==> config.mk <==
export PLATFORM = sky130hd
export DESIGN_NAME = fch_nan_unit
export DESIGN_NICKNAME = d
export VERILOG_FILES = /design/src/verilog/fch_pkg.sv /design/src/verilog/fch_classify.sv /design/src/verilog/fch_nan_unit.sv
export SDC_FILE = /design/constraint.sdc
export NUM_CORES = 1
export LEC_CHECK = 0
export BUFFER_PORTS_ARGS = -buffer_cell sky130_fd_sc_hd__buf_4
export CAP_MARGIN = 10
export CORE_MARGIN = 1.5
export CORE_UTILIZATION = 58
export DETAILED_ROUTE_END_ITERATION = 12
export HOLD_SLACK_MARGIN = 0.03
export PLACE_DENSITY_LB_ADDON = 0.15
export SLEW_MARGIN = 20
export SYNTH_ARGS = -nofsm -noshare
export SYNTH_HDL_FRONTEND = slang
export SYNTH_HIERARCHICAL = 1
export SYNTH_SLANG_ARGS = --single-unit
==> constraint.sdc <==
create_clock -name core_clk -period 6 [get_ports core_clk]
set_clock_uncertainty 0.1 [all_clocks]
set_input_delay 0.6 -clock core_clk [delete_from_list [all_inputs] [get_ports core_clk]]
set_output_delay 0.6 -clock core_clk [all_outputs]
set_load 0.005 [all_outputs]
==> src/verilog/fch_pkg.sv <==
// fch_pkg: shared constants, classes and carriers for the fp class unit
// assumes single-precision words: sign, 8-bit biased exponent, 23-bit fraction
`default_nettype none
package fch_pkg;
   localparam int WORD_W = 32;
   localparam int EXP_W = 8;
   localparam int FRAC_W = 23;
   localparam int SIG_W = 24;
   localparam int XEXP_W = 10;
   localparam int SIGN_BIT = 31;
   localparam int QUIET_BIT = 22;
   localparam int LAT_CYC = 1;
   localparam logic [7:0] EXP_ZERO = 8'h00;
   localparam logic [7:0] EXP_MAX = 8'hff;
   localparam logic signed [10:0] EXP_MIN_OFS = 11'sh07e;
   localparam logic signed [10:0] OVF_LIMIT = 11'sh0fd;
   localparam logic [4:0] SIG_SHIFT_MAX = 5'h18;
   localparam logic [31:0] INDEF_QUIET_NOT_A_NUMBER = 32'hffc00000;
   localparam logic [31:0] RESET_WORD = 32'h00000000;

   typedef enum logic [2:0] {
      FCH_ZERO = 3'h0,
      FCH_DENORM = 3'h1,
      FCH_NORMAL = 3'h2,
      FCH_INF = 3'h3,
      FCH_QUIET_NOT_A_NUMBER = 3'h4,
      FCH_SIGNALING_NOT_A_NUMBER = 3'h5
   } fch_class_e;

   typedef struct packed {
      logic invalid;
      logic trap;
      logic den_op;
      logic underflow;
   } fch_flags_s;

   typedef struct packed {
      logic lt;
      logic eq;
      logic gt;
      logic unord;
   } fch_cmp_s;
endpackage
`default_nettype wire

==> src/verilog/fch_classify.sv <==
// fch_classify: combinational class decode of one single-precision word
// assumes the word is stable from logic on the same clock
`timescale 1ns/1ps
`default_nettype none
module fch_classify (
   input wire logic [fch_pkg::WORD_W-1:0] opnd,
   output var fch_pkg::fch_class_e cls
);
   logic [fch_pkg::EXP_W-1:0] exp_f;
   logic [fch_pkg::FRAC_W-1:0] frac_f;

   assign exp_f = opnd[fch_pkg::SIGN_BIT-1:fch_pkg::FRAC_W];
   assign frac_f = opnd[fch_pkg::FRAC_W-1:0];

   always_comb begin
      if (exp_f == fch_pkg::EXP_ZERO) begin
         // either sign of zero lands here
         cls = (frac_f == '0) ? fch_pkg::FCH_ZERO  // RULE2
                              : fch_pkg::FCH_DENORM;  // RULE3
      end else if (exp_f == fch_pkg::EXP_MAX) begin
         // sign ignored for the not-a-number space
         if (frac_f == '0) begin
            cls = fch_pkg::FCH_INF;  // RULE8
         end else if (frac_f[fch_pkg::QUIET_BIT]) begin
            cls = fch_pkg::FCH_QUIET_NOT_A_NUMBER;  // RULE11
         end else begin
            cls = fch_pkg::FCH_SIGNALING_NOT_A_NUMBER;  // RULE12
         end
      end else begin
         cls = fch_pkg::FCH_NORMAL;  // RULE1
      end
   end
endmodule // fch_classify
`default_nettype wire

==> src/verilog/fch_nan_unit.sv <==
// fch_nan_unit: one-stage special-value, nan-selection and denormal stage
// assumes operands, masks and policy come from pipeline logic on core_clk
//
// Functional notes
// RULE1 - biased exponent 1..254 means a normal finite operand
// RULE2 - both zero signs accepted; +0 and -0 compare equal
// RULE3 - zero exponent, nonzero fraction is denormal with integer bit 0
// RULE4 - tiny results shift right to minimum exponent; all bits out gives zero
// RULE5 - normalise whenever exponent range allows; denormal only otherwise
// RULE6 - raise underflow whenever a denormal result is created
// RULE7 - raise denormal-operand whenever any source is denormal
// RULE8 - infinity is exponent 255 with zero fraction, signed
// RULE9 - minus infinity below all finite values, plus infinity above
// RULE10 - infinities are exact; exception only if the operation is invalid
// RULE11 - max exponent with nonzero fraction is nan, sign ignored
// RULE12 - top fraction bit set is quiet nan, clear is signaling nan
// RULE13 - quiet nans pass silently; signaling nans raise invalid
// RULE14 - a signaling nan is never produced as a result
// RULE15 - signaling source with invalid unmasked: signal it, suppress write
// RULE16 - quietening sets the top fraction bit, all else unchanged
// RULE17 - invalid flag set for any signaling source even when masked
// RULE18 - invalid operation without nan sources returns the indefinite
// RULE19 - signaling plus quiet: legacy gives quiet, simd gives first quietened
// RULE20 - two signaling: legacy larger significand, simd first, quietened
// RULE21 - two quiet: legacy larger significand, simd first unchanged
// RULE22 - lone nan source is returned, quietened if signaling
// RULE23 - one quiet nan encoding is reserved as the indefinite value
// RULE24 - policy select held stable by the pipeline during each operation
`timescale 1ns/1ps
`default_nettype none
module fch_nan_unit (
   input wire logic core_clk,
   input wire logic rst_n,
   input wire logic in_valid,
   input wire logic policy_simd,
   input wire logic one_operand,
   input wire logic inv_mask,
   input wire logic op_invalid,
   input wire logic [fch_pkg::WORD_W-1:0] opnd_a,
   input wire logic [fch_pkg::WORD_W-1:0] opnd_b,
   input wire logic tr_sign,
   input wire logic signed [fch_pkg::XEXP_W-1:0] tr_exp,
   input wire logic [fch_pkg::SIG_W-1:0] tr_sig,
   output logic out_valid,
   output logic write_en,
   output logic nan_hit,
   output logic [fch_pkg::WORD_W-1:0] nan_result,
   output logic [fch_pkg::WORD_W-1:0] den_result,
   output var fch_pkg::fch_class_e class_a,
   output var fch_pkg::fch_class_e class_b,
   output var fch_pkg::fch_flags_s flags,
   output var fch_pkg::fch_cmp_s cmp
);
   function automatic logic [31:0] quieten(input logic [31:0] x);
      quieten = x;
      quieten[fch_pkg::QUIET_BIT] = 1'b1;
   endfunction

   function automatic logic [4:0] lzc(input logic [23:0] s);
      lzc = 5'h18;
      for (int i = 0; i < fch_pkg::SIG_W; i++) begin
         if (s[i]) begin
            lzc = 5'(fch_pkg::SIG_W - 1 - i);
         end
      end
   endfunction

   // sign-magnitude to unsigned ordering key
   function automatic logic [31:0] okey(input logic [31:0] x);
      okey = x[31] ? ~x : {1'b1, x[30:0]};
   endfunction

   fch_pkg::fch_class_e cls_a;
   fch_pkg::fch_class_e cls_b_raw;
   fch_pkg::fch_class_e cls_b;

   fch_classify u_cls_a (
      .opnd(opnd_a),
      .cls(cls_a)
   );

   fch_classify u_cls_b (
      .opnd(opnd_b),
      .cls(cls_b_raw)
   );

   // a lone operand leaves b out of every nan and flag decision; compare still reads opnd_b
   assign cls_b = one_operand ? fch_pkg::FCH_NORMAL : cls_b_raw;

   logic a_nan, b_nan, a_sn, b_sn, any_sn;
   assign a_sn = (cls_a == fch_pkg::FCH_SIGNALING_NOT_A_NUMBER);
   assign b_sn = (cls_b == fch_pkg::FCH_SIGNALING_NOT_A_NUMBER);
   assign a_nan = a_sn || (cls_a == fch_pkg::FCH_QUIET_NOT_A_NUMBER);
   assign b_nan = b_sn || (cls_b == fch_pkg::FCH_QUIET_NOT_A_NUMBER);
   assign any_sn = a_sn || b_sn;

   // nan selection
   logic [31:0] nan_next;
   logic hit_next;
   logic inv_next;
   logic trap_next;
   logic a_larger;

   assign a_larger = (opnd_a[fch_pkg::FRAC_W-1:0]
                      >= opnd_b[fch_pkg::FRAC_W-1:0]);

   always_comb begin
      nan_next = fch_pkg::RESET_WORD;
      hit_next = 1'b0;
      if (a_nan && b_nan) begin
         hit_next = 1'b1;
         if (policy_simd) begin  // RULE24
            nan_next = quieten(opnd_a);  // RULE19 RULE20 RULE21
         end else if (a_sn != b_sn) begin
            nan_next = a_sn ? opnd_b : opnd_a;  // RULE19
         end else begin
            // ties on significand keep the first operand
            nan_next = quieten(a_larger ? opnd_a : opnd_b);  // RULE20 RULE21
         end
      end else if (a_nan) begin
         hit_next = 1'b1;
         nan_next = quieten(opnd_a);  // RULE22 RULE16
      end else if (b_nan) begin
         hit_next = 1'b1;
         nan_next = quieten(opnd_b);  // RULE22 RULE16
      end else if (op_invalid) begin
         hit_next = 1'b1;
         nan_next = fch_pkg::INDEF_QUIET_NOT_A_NUMBER;  // RULE18 RULE23
      end
   end

   // infinities alone never raise; only op_invalid or a signaling source
   assign inv_next = any_sn || (op_invalid && !a_nan && !b_nan);  // RULE10 RULE13
   assign trap_next = inv_next && !inv_mask;  // RULE15

   // gradual underflow of the true result
   logic [4:0] lz;
   logic signed [10:0] lz_s;
   logic signed [10:0] d;
   logic signed [10:0] nd;
   logic signed [10:0] biased;
   logic [23:0] sh;
   logic [31:0] den_next;
   logic tiny;

   assign lz = lzc(tr_sig);
   assign lz_s = {6'h00, lz};
   assign d = {tr_exp[fch_pkg::XEXP_W-1], tr_exp} + fch_pkg::EXP_MIN_OFS;
   assign nd = -d;
   assign biased = d - lz_s + 11'sh001;

   always_comb begin
      sh = '0;
      tiny = 1'b0;
      den_next = fch_pkg::RESET_WORD;
      if (tr_sig == '0) begin
         den_next = {tr_sign, 31'h00000000};
      end else if (d - lz_s > fch_pkg::OVF_LIMIT) begin
         den_next = {tr_sign, fch_pkg::EXP_MAX, 23'h000000};  // RULE8
      end else if (d >= lz_s) begin
         sh = tr_sig << lz;
         den_next = {tr_sign, biased[7:0], sh[22:0]};  // RULE5
      end else begin
         tiny = 1'b1;
         if (d >= 11'sh000) begin
            // room left only for a partial normalisation
            sh = tr_sig << d[4:0];  // RULE5
         end else if (nd >= 11'(fch_pkg::SIG_SHIFT_MAX)) begin
            sh = '0;  // RULE4
         end else begin
            sh = tr_sig >> nd[4:0];  // RULE4
         end
         den_next = {tr_sign, fch_pkg::EXP_ZERO, sh[22:0]};  // RULE3
      end
   end

   // comparison, affine closure
   fch_pkg::fch_cmp_s cmp_next;
   logic [31:0] ka, kb;
   assign ka = okey(opnd_a);
   assign kb = okey(opnd_b);

   always_comb begin
      cmp_next = '0;
      if (a_nan || b_nan) begin
         cmp_next.unord = 1'b1;
      end else if ((cls_a == fch_pkg::FCH_ZERO)
                   && (cls_b == fch_pkg::FCH_ZERO)) begin
         cmp_next.eq = 1'b1;  // RULE2
      end else begin
         cmp_next.lt = (ka < kb);  // RULE9
         cmp_next.eq = (ka == kb);
         cmp_next.gt = (ka > kb);  // RULE9
      end
   end

   // handshake stage
   always_ff @(posedge core_clk) begin
      if (!rst_n) begin
         out_valid <= 1'b0;
         write_en <= 1'b0;
      end else begin
         out_valid <= in_valid;
         write_en <= in_valid && !trap_next;  // RULE15
      end
   end

   always_ff @(posedge core_clk) begin
      if (!rst_n) begin
         nan_result <= fch_pkg::RESET_WORD;
         nan_hit <= 1'b0;
      end else if (in_valid) begin
         nan_result <= nan_next;  // RULE14
         nan_hit <= hit_next;
      end
   end

   always_ff @(posedge core_clk) begin
      if (!rst_n) begin
         den_result <= fch_pkg::RESET_WORD;
      end else if (in_valid) begin
         den_result <= den_next;
      end
   end

   always_ff @(posedge core_clk) begin
      if (!rst_n) begin
         class_a <= fch_pkg::FCH_ZERO;
         class_b <= fch_pkg::FCH_ZERO;
         cmp <= '0;
      end else if (in_valid) begin
         class_a <= cls_a;
         class_b <= cls_b;
         cmp <= cmp_next;
      end
   end

   always_ff @(posedge core_clk) begin
      if (!rst_n) begin
         flags <= '0;
      end else if (in_valid) begin
         flags.invalid <= inv_next;  // RULE17
         flags.trap <= trap_next;  // RULE15
         flags.den_op <= (cls_a == fch_pkg::FCH_DENORM)
                         || (cls_b == fch_pkg::FCH_DENORM);  // RULE7
         flags.underflow <= tiny;  // RULE6
      end else begin
         flags <= '0;
      end
   end

   // checks
   property p_no_signaling_not_a_number_out;  // RULE14
      @(posedge core_clk) disable iff (!rst_n)
      out_valid && nan_hit |->
         nan_result[30:23] == 8'hff && nan_result[22];
   endproperty
   a_no_signaling_not_a_number_out: assert property (p_no_signaling_not_a_number_out)  // RULE14
      else $error("signaling nan produced");

   property p_signaling_not_a_number_flag;  // RULE17
      @(posedge core_clk) disable iff (!rst_n)
      in_valid && opnd_a[30:23] == 8'hff && !opnd_a[22]
         && opnd_a[21:0] != 22'h000000 |=> flags.invalid;
   endproperty
   a_signaling_not_a_number_flag: assert property (p_signaling_not_a_number_flag)  // RULE17
      else $error("invalid flag missed for signaling source");

   property p_trap_nowrite;  // RULE15
      @(posedge core_clk) disable iff (!rst_n)
      in_valid && !inv_mask && opnd_a[30:22] == 9'h1fe
         && opnd_a[21:0] != 22'h000000 |=> !write_en && flags.trap;
   endproperty
   a_trap_nowrite: assert property (p_trap_nowrite)  // RULE15
      else $error("write not suppressed on trap");

   property p_simd_first;  // RULE21
      @(posedge core_clk) disable iff (!rst_n)
      in_valid && policy_simd && opnd_a[30:22] == 9'h1ff |=>
         nan_result == $past(opnd_a);
   endproperty
   a_simd_first: assert property (p_simd_first)  // RULE21
      else $error("simd policy did not return first operand");

   property p_quiet_bit;  // RULE16
      @(posedge core_clk) disable iff (!rst_n)
      in_valid && one_operand && a_sn |=>
         nan_result == ($past(opnd_a) | 32'h00400000);
   endproperty
   a_quiet_bit: assert property (p_quiet_bit)  // RULE16
      else $error("quietening changed more than one bit");

   property p_den_op;  // RULE7
      @(posedge core_clk) disable iff (!rst_n)
      in_valid && opnd_a[30:23] == 8'h00 && opnd_a[22:0] != 23'h000000
         |=> flags.den_op ##1 ($past(in_valid) || flags == '0);
   endproperty
   a_den_op: assert property (p_den_op)  // RULE7
      else $error("denormal operand not flagged");

   property p_underflow;  // RULE6
      @(posedge core_clk) disable iff (!rst_n)
      out_valid && flags.underflow |-> den_result[30:23] == 8'h00;
   endproperty
   a_underflow: assert property (p_underflow)  // RULE6
      else $error("underflow without denormal result");

   property p_zero_eq;  // RULE2
      @(posedge core_clk) disable iff (!rst_n)
      in_valid && !one_operand && opnd_a[30:0] == 31'h00000000
         && opnd_b[30:0] == 31'h00000000 |=> cmp.eq && !cmp.lt && !cmp.gt;
   endproperty
   a_zero_eq: assert property (p_zero_eq)  // RULE2
      else $error("signed zeros not equal");

   property p_ninf_low;  // RULE9
      @(posedge core_clk) disable iff (!rst_n)
      in_valid && !one_operand && opnd_a == 32'hff800000
         && opnd_b[30:23] != 8'hff |=> cmp.lt;
   endproperty
   a_ninf_low: assert property (p_ninf_low)  // RULE9
      else $error("minus infinity not below finite");

   property p_indef;  // RULE18
      @(posedge core_clk) disable iff (!rst_n)
      in_valid && op_invalid && !a_nan && !b_nan |=>
         nan_hit && nan_result == fch_pkg::INDEF_QUIET_NOT_A_NUMBER;
   endproperty
   a_indef: assert property (p_indef)  // RULE18
      else $error("indefinite not returned");

   property p_legacy_quiet;  // RULE19
      @(posedge core_clk) disable iff (!rst_n)
      in_valid && !policy_simd && a_sn && b_nan && !b_sn
         |=> nan_result == $past(opnd_b);
   endproperty
   a_legacy_quiet: assert property (p_legacy_quiet)  // RULE19
      else $error("legacy policy did not return quiet source");

   // quiet sources alone must neither flag nor block the write
   property p_quiet_silent;  // RULE13
      @(posedge core_clk) disable iff (!rst_n)
      in_valid && !any_sn && !op_invalid |=> !flags.invalid && write_en;
   endproperty
   a_quiet_silent: assert property (p_quiet_silent)  // RULE13
      else $error("invalid raised without signaling source");
endmodule // fch_nan_unit
`default_nettype wire

==> impl_results.md <==
* Status: finished, final reports clean
* CTS tree: built
* Worst-path clk slew at 70 ps
* Hold crit path type: primary input to flip-flop
* Full die area at 0.0182 mm²
* Root buffer cell: clkbuf_16
* GP Congestion at 1.02
* First-pass GRT wire length at 55,600 µm
* Vert. Die Dim at 135 µm
* Cts bufs inserted at 9
* Sw frac at 37.6%
* Worst-Margin Slew at 1080 ps
* Total track usage at 38.7%
* Sink Count at 81
* Initial antenna violation count at 0
* Core Area at 0.0171 mm²
* Port Buffer Count at 186
* CP startpoint kind: primary input
* Netlist cell types at 78
* Ant diodes at 0
* Rel. slew slack at 27.3%
* Antenna viol nets, final at 0
* Most frequent cells in the layout: buf_4 (211), nand2_1 (157), a21oi_1 (117)
* Seq pwr share at 26.4%
* Final setup vio count at 0
* Die W at 135 µm
* Largest net degree at the start of global routing at 63
* Vias in the first global route at 10,400
* Rows at 48
* Reg2reg end: den_result[21]
* Max stage delay on crit path at 720 ps
* RR Startpoint: den_result[21]
* Clk pwr share at 30.7%
* Critical path peak fanout at 15
* Asr flop ratio synth at 0%
* Critical path type: primary input to flip-flop
* Hold path start: inv_mask
* Data arrival, critical path at 5260 ps
* Vias per inst at 6.54
* Area Overhead vs Synth at 18.1%
* Crit-path cells: buf_4, nor4_1, nand2_1, o21ai_0, ha_1, a21o_1, a21oi_1, nand3b_1, or4_2, a211oi_1, o22ai_1, buf_4, nor2_1, nand2_1, a211oi_1
* IO Count at 187
* Crit share post-route at 85.1%
* Largest delay contributor family on the critical path: simple AND/OR/NAND/NOR gates
* Worst EP required at 6150 ps
* Worst reg-to-reg path cell count at 3
* Initial Util at 58.9%
* H-tree levels at 3
* Fmax at 0.196 GHz
* Mean post-synth cell area at 7.36 µm²
* Most common cell after layout, fill and taps aside: buf_4
* CTS resizes at 0
* Synth Register Bits at 81
* Cell count after synthesis at 1,369
* Mapped Area at 0.0101 mm²
* Slowest library cell on the worst path: nor4_1
* Maximum vdd drop at 134 µV
* Fillers at 1,530
* Setup ws final at 893 ps
* DR pass1 iterations at 7
* Clock Latency Late Sink at 350 ps
* Buffers & Inverters on Critical Path at 2
* Starting DRT DRC Count at 995
* DP Wirelength at 26,800 µm
* Total chip power at 0.00221 W
* Fin. Hold Viols at 0
* Max-cap violation count at 0
* Drt drc at 0
* Synth warn at 6
* Unrepaired setup endpoints after global routing: no
* Sw power at 0.000833 W
* Nets at 1,659
* Fin crit period at 5110 ps
* Internal power at 0.00138 W
* Post-Syn Nets at 1,542
* Routed via count at 11,224
* TNS Setup at 0 ps
* Worst setup EP type: flip-flop
* Sequential share of the synthesized area at 16.1%
* Number of flops mapped to enable cells by yosys at 0
* Hold depth at 2
* Share of cells above drive strength 1 at 20.6%
* Hold slack final at 316 ps
* Slack of the worst reg-to-reg path at 4470 ps
* Post-CTS setup buffer count at 0
* Comb pwr share at 42.9%
* Main flop type after synthesis: dfxtp_1
* Drt total wl at 35,600 µm
* PwrDens at 186 mW/mm²
* Slew Limit Fails at 0
* Number of cells on the critical path at 15
* Worst slack at placement at 735 ps
* # hold bufs at CTS at 0
* Leakage at 5.00 nW
* Wire per inst at 20.8 µm
* Total grt overflow at 0
* Clock buffer depth at 2
* Hold Path End: flags[2]
[worst max path at each step]
stage                           from              to
after floorplan            tr_exp[1]  den_result[13]
after global routing      tr_sig[12]  den_result[13]
final                     tr_sig[12]  den_result[13]
after global placement    tr_sig[12]  den_result[21]
after detailed placement  tr_sig[12]  den_result[13]
after CTS                 tr_sig[12]  den_result[13]
[synthesized netlist by cell type, types with 10 or more instances]
| cell type | number | share of area (%) |
|---|---|---|
| a211oi_1 | 19 | 1.4 |
| a21o_1 | 19 | 1.4 |
| a21oi_1 | 118 | 5.9 |
| a31oi_1 | 34 | 2.1 |
| and2_1 | 13 | 0.81 |
| buf_1 | 13 | 0.48 |
| buf_2 | 10 | 0.50 |
| clkbuf_1 | 80 | 3.0 |
| dfxtp_1 | 81 | 16 |
| ha_1 | 66 | 8.2 |
| inv_1 | 42 | 1.6 |
| mux2_2 | 34 | 3.8 |
| mux2i_1 | 70 | 7.0 |
| mux4_2 | 17 | 3.8 |
| nand2_1 | 157 | 5.8 |
| nand2b_1 | 16 | 0.99 |
| nand3_1 | 24 | 1.2 |
| nand4_1 | 15 | 0.93 |
| nor2_1 | 98 | 3.6 |
| nor2b_1 | 18 | 1.1 |
| nor3_1 | 33 | 1.6 |
| nor4_1 | 16 | 0.99 |
| o21ai_0 | 114 | 5.7 |
| o22ai_1 | 21 | 1.3 |
| xnor2_1 | 48 | 4.2 |
| xor2_1 | 37 | 3.2 |
[state kept, by name, indices dropped and copies added, names as in the netlist]
name / flops
class_a: 3
class_b: 3
cmp: 4
den_result: 32
flags: 4
nan_hit: 1
nan_result: 32
out_valid: 1
write_en: 1
[cell type report]
class	count	area [µm²]	share of cell area [%]
timing repair buffer	211	1580	13.3
clock buffer	9	225	1.89
sequential	81	1620	13.6
inverter	49	184	1.55
tap	225	282	2.37
multi-input combinational	1134	7870	66.2
clock inverter	7	133	1.11
[metal layers]
| metal | up-vias | global-route usage, % | part of all wire (%) |
|---|---|---|---|
| met4 | 0 | 23.4 | 6.1 |
| met3 | 114 | 4.99 | 8.0 |
| met1 | 5243 | 48.0 | 39 |
| met5 | - | 0 | 0 |
| li1 | 5272 | - | - |
| met2 | 595 | 64.1 | 47 |
[power by group through the flow]
| stage | logic, W | registers (W) | clock network [W] |
|---|---|---|---|
| floorplan | 0.000606 | 0.000596 | 0 |
| global placement | 0.000912 | 0.000596 | 0 |
| detailed placement | 0.000918 | 0.000596 | 0 |
| CTS | 0.000927 | 0.000585 | 0.000684 |
| global route | 0.00103 | 0.000587 | 0.000702 |
| finish | 0.000948 | 0.000585 | 0.000678 |
[kinds of logic after synthesis]
group           count (synthesis)  synth area share [%]
compound gates                438                  27.5
simple gates                  423                  20.2
buf+inv                       154                  5.93
mux                           121                  14.6
xor+xnor                       85                  7.39
flops                          81                  16.1
fa+ha+maj                      67                  8.39
[worst register-to-register path: stages (launching register included)]
cell and delay (ps):
dfxtp_1 340, nor2b_1 170, a2111oi_0 610, a211oi_1 150
[metrics by stage]
step	instances	area, µm²	utilization [%]
2_1_floorplan	1369	10100	-
3_3_place_gp	1700	11500	67.4
3_5_place_dp	1700	11500	67.4
4_1_cts	1716	11900	69.5
5_1_grt	1716	11900	69.5
6_report	1716	11900	69.5
(Power assumes the default switching activity.)
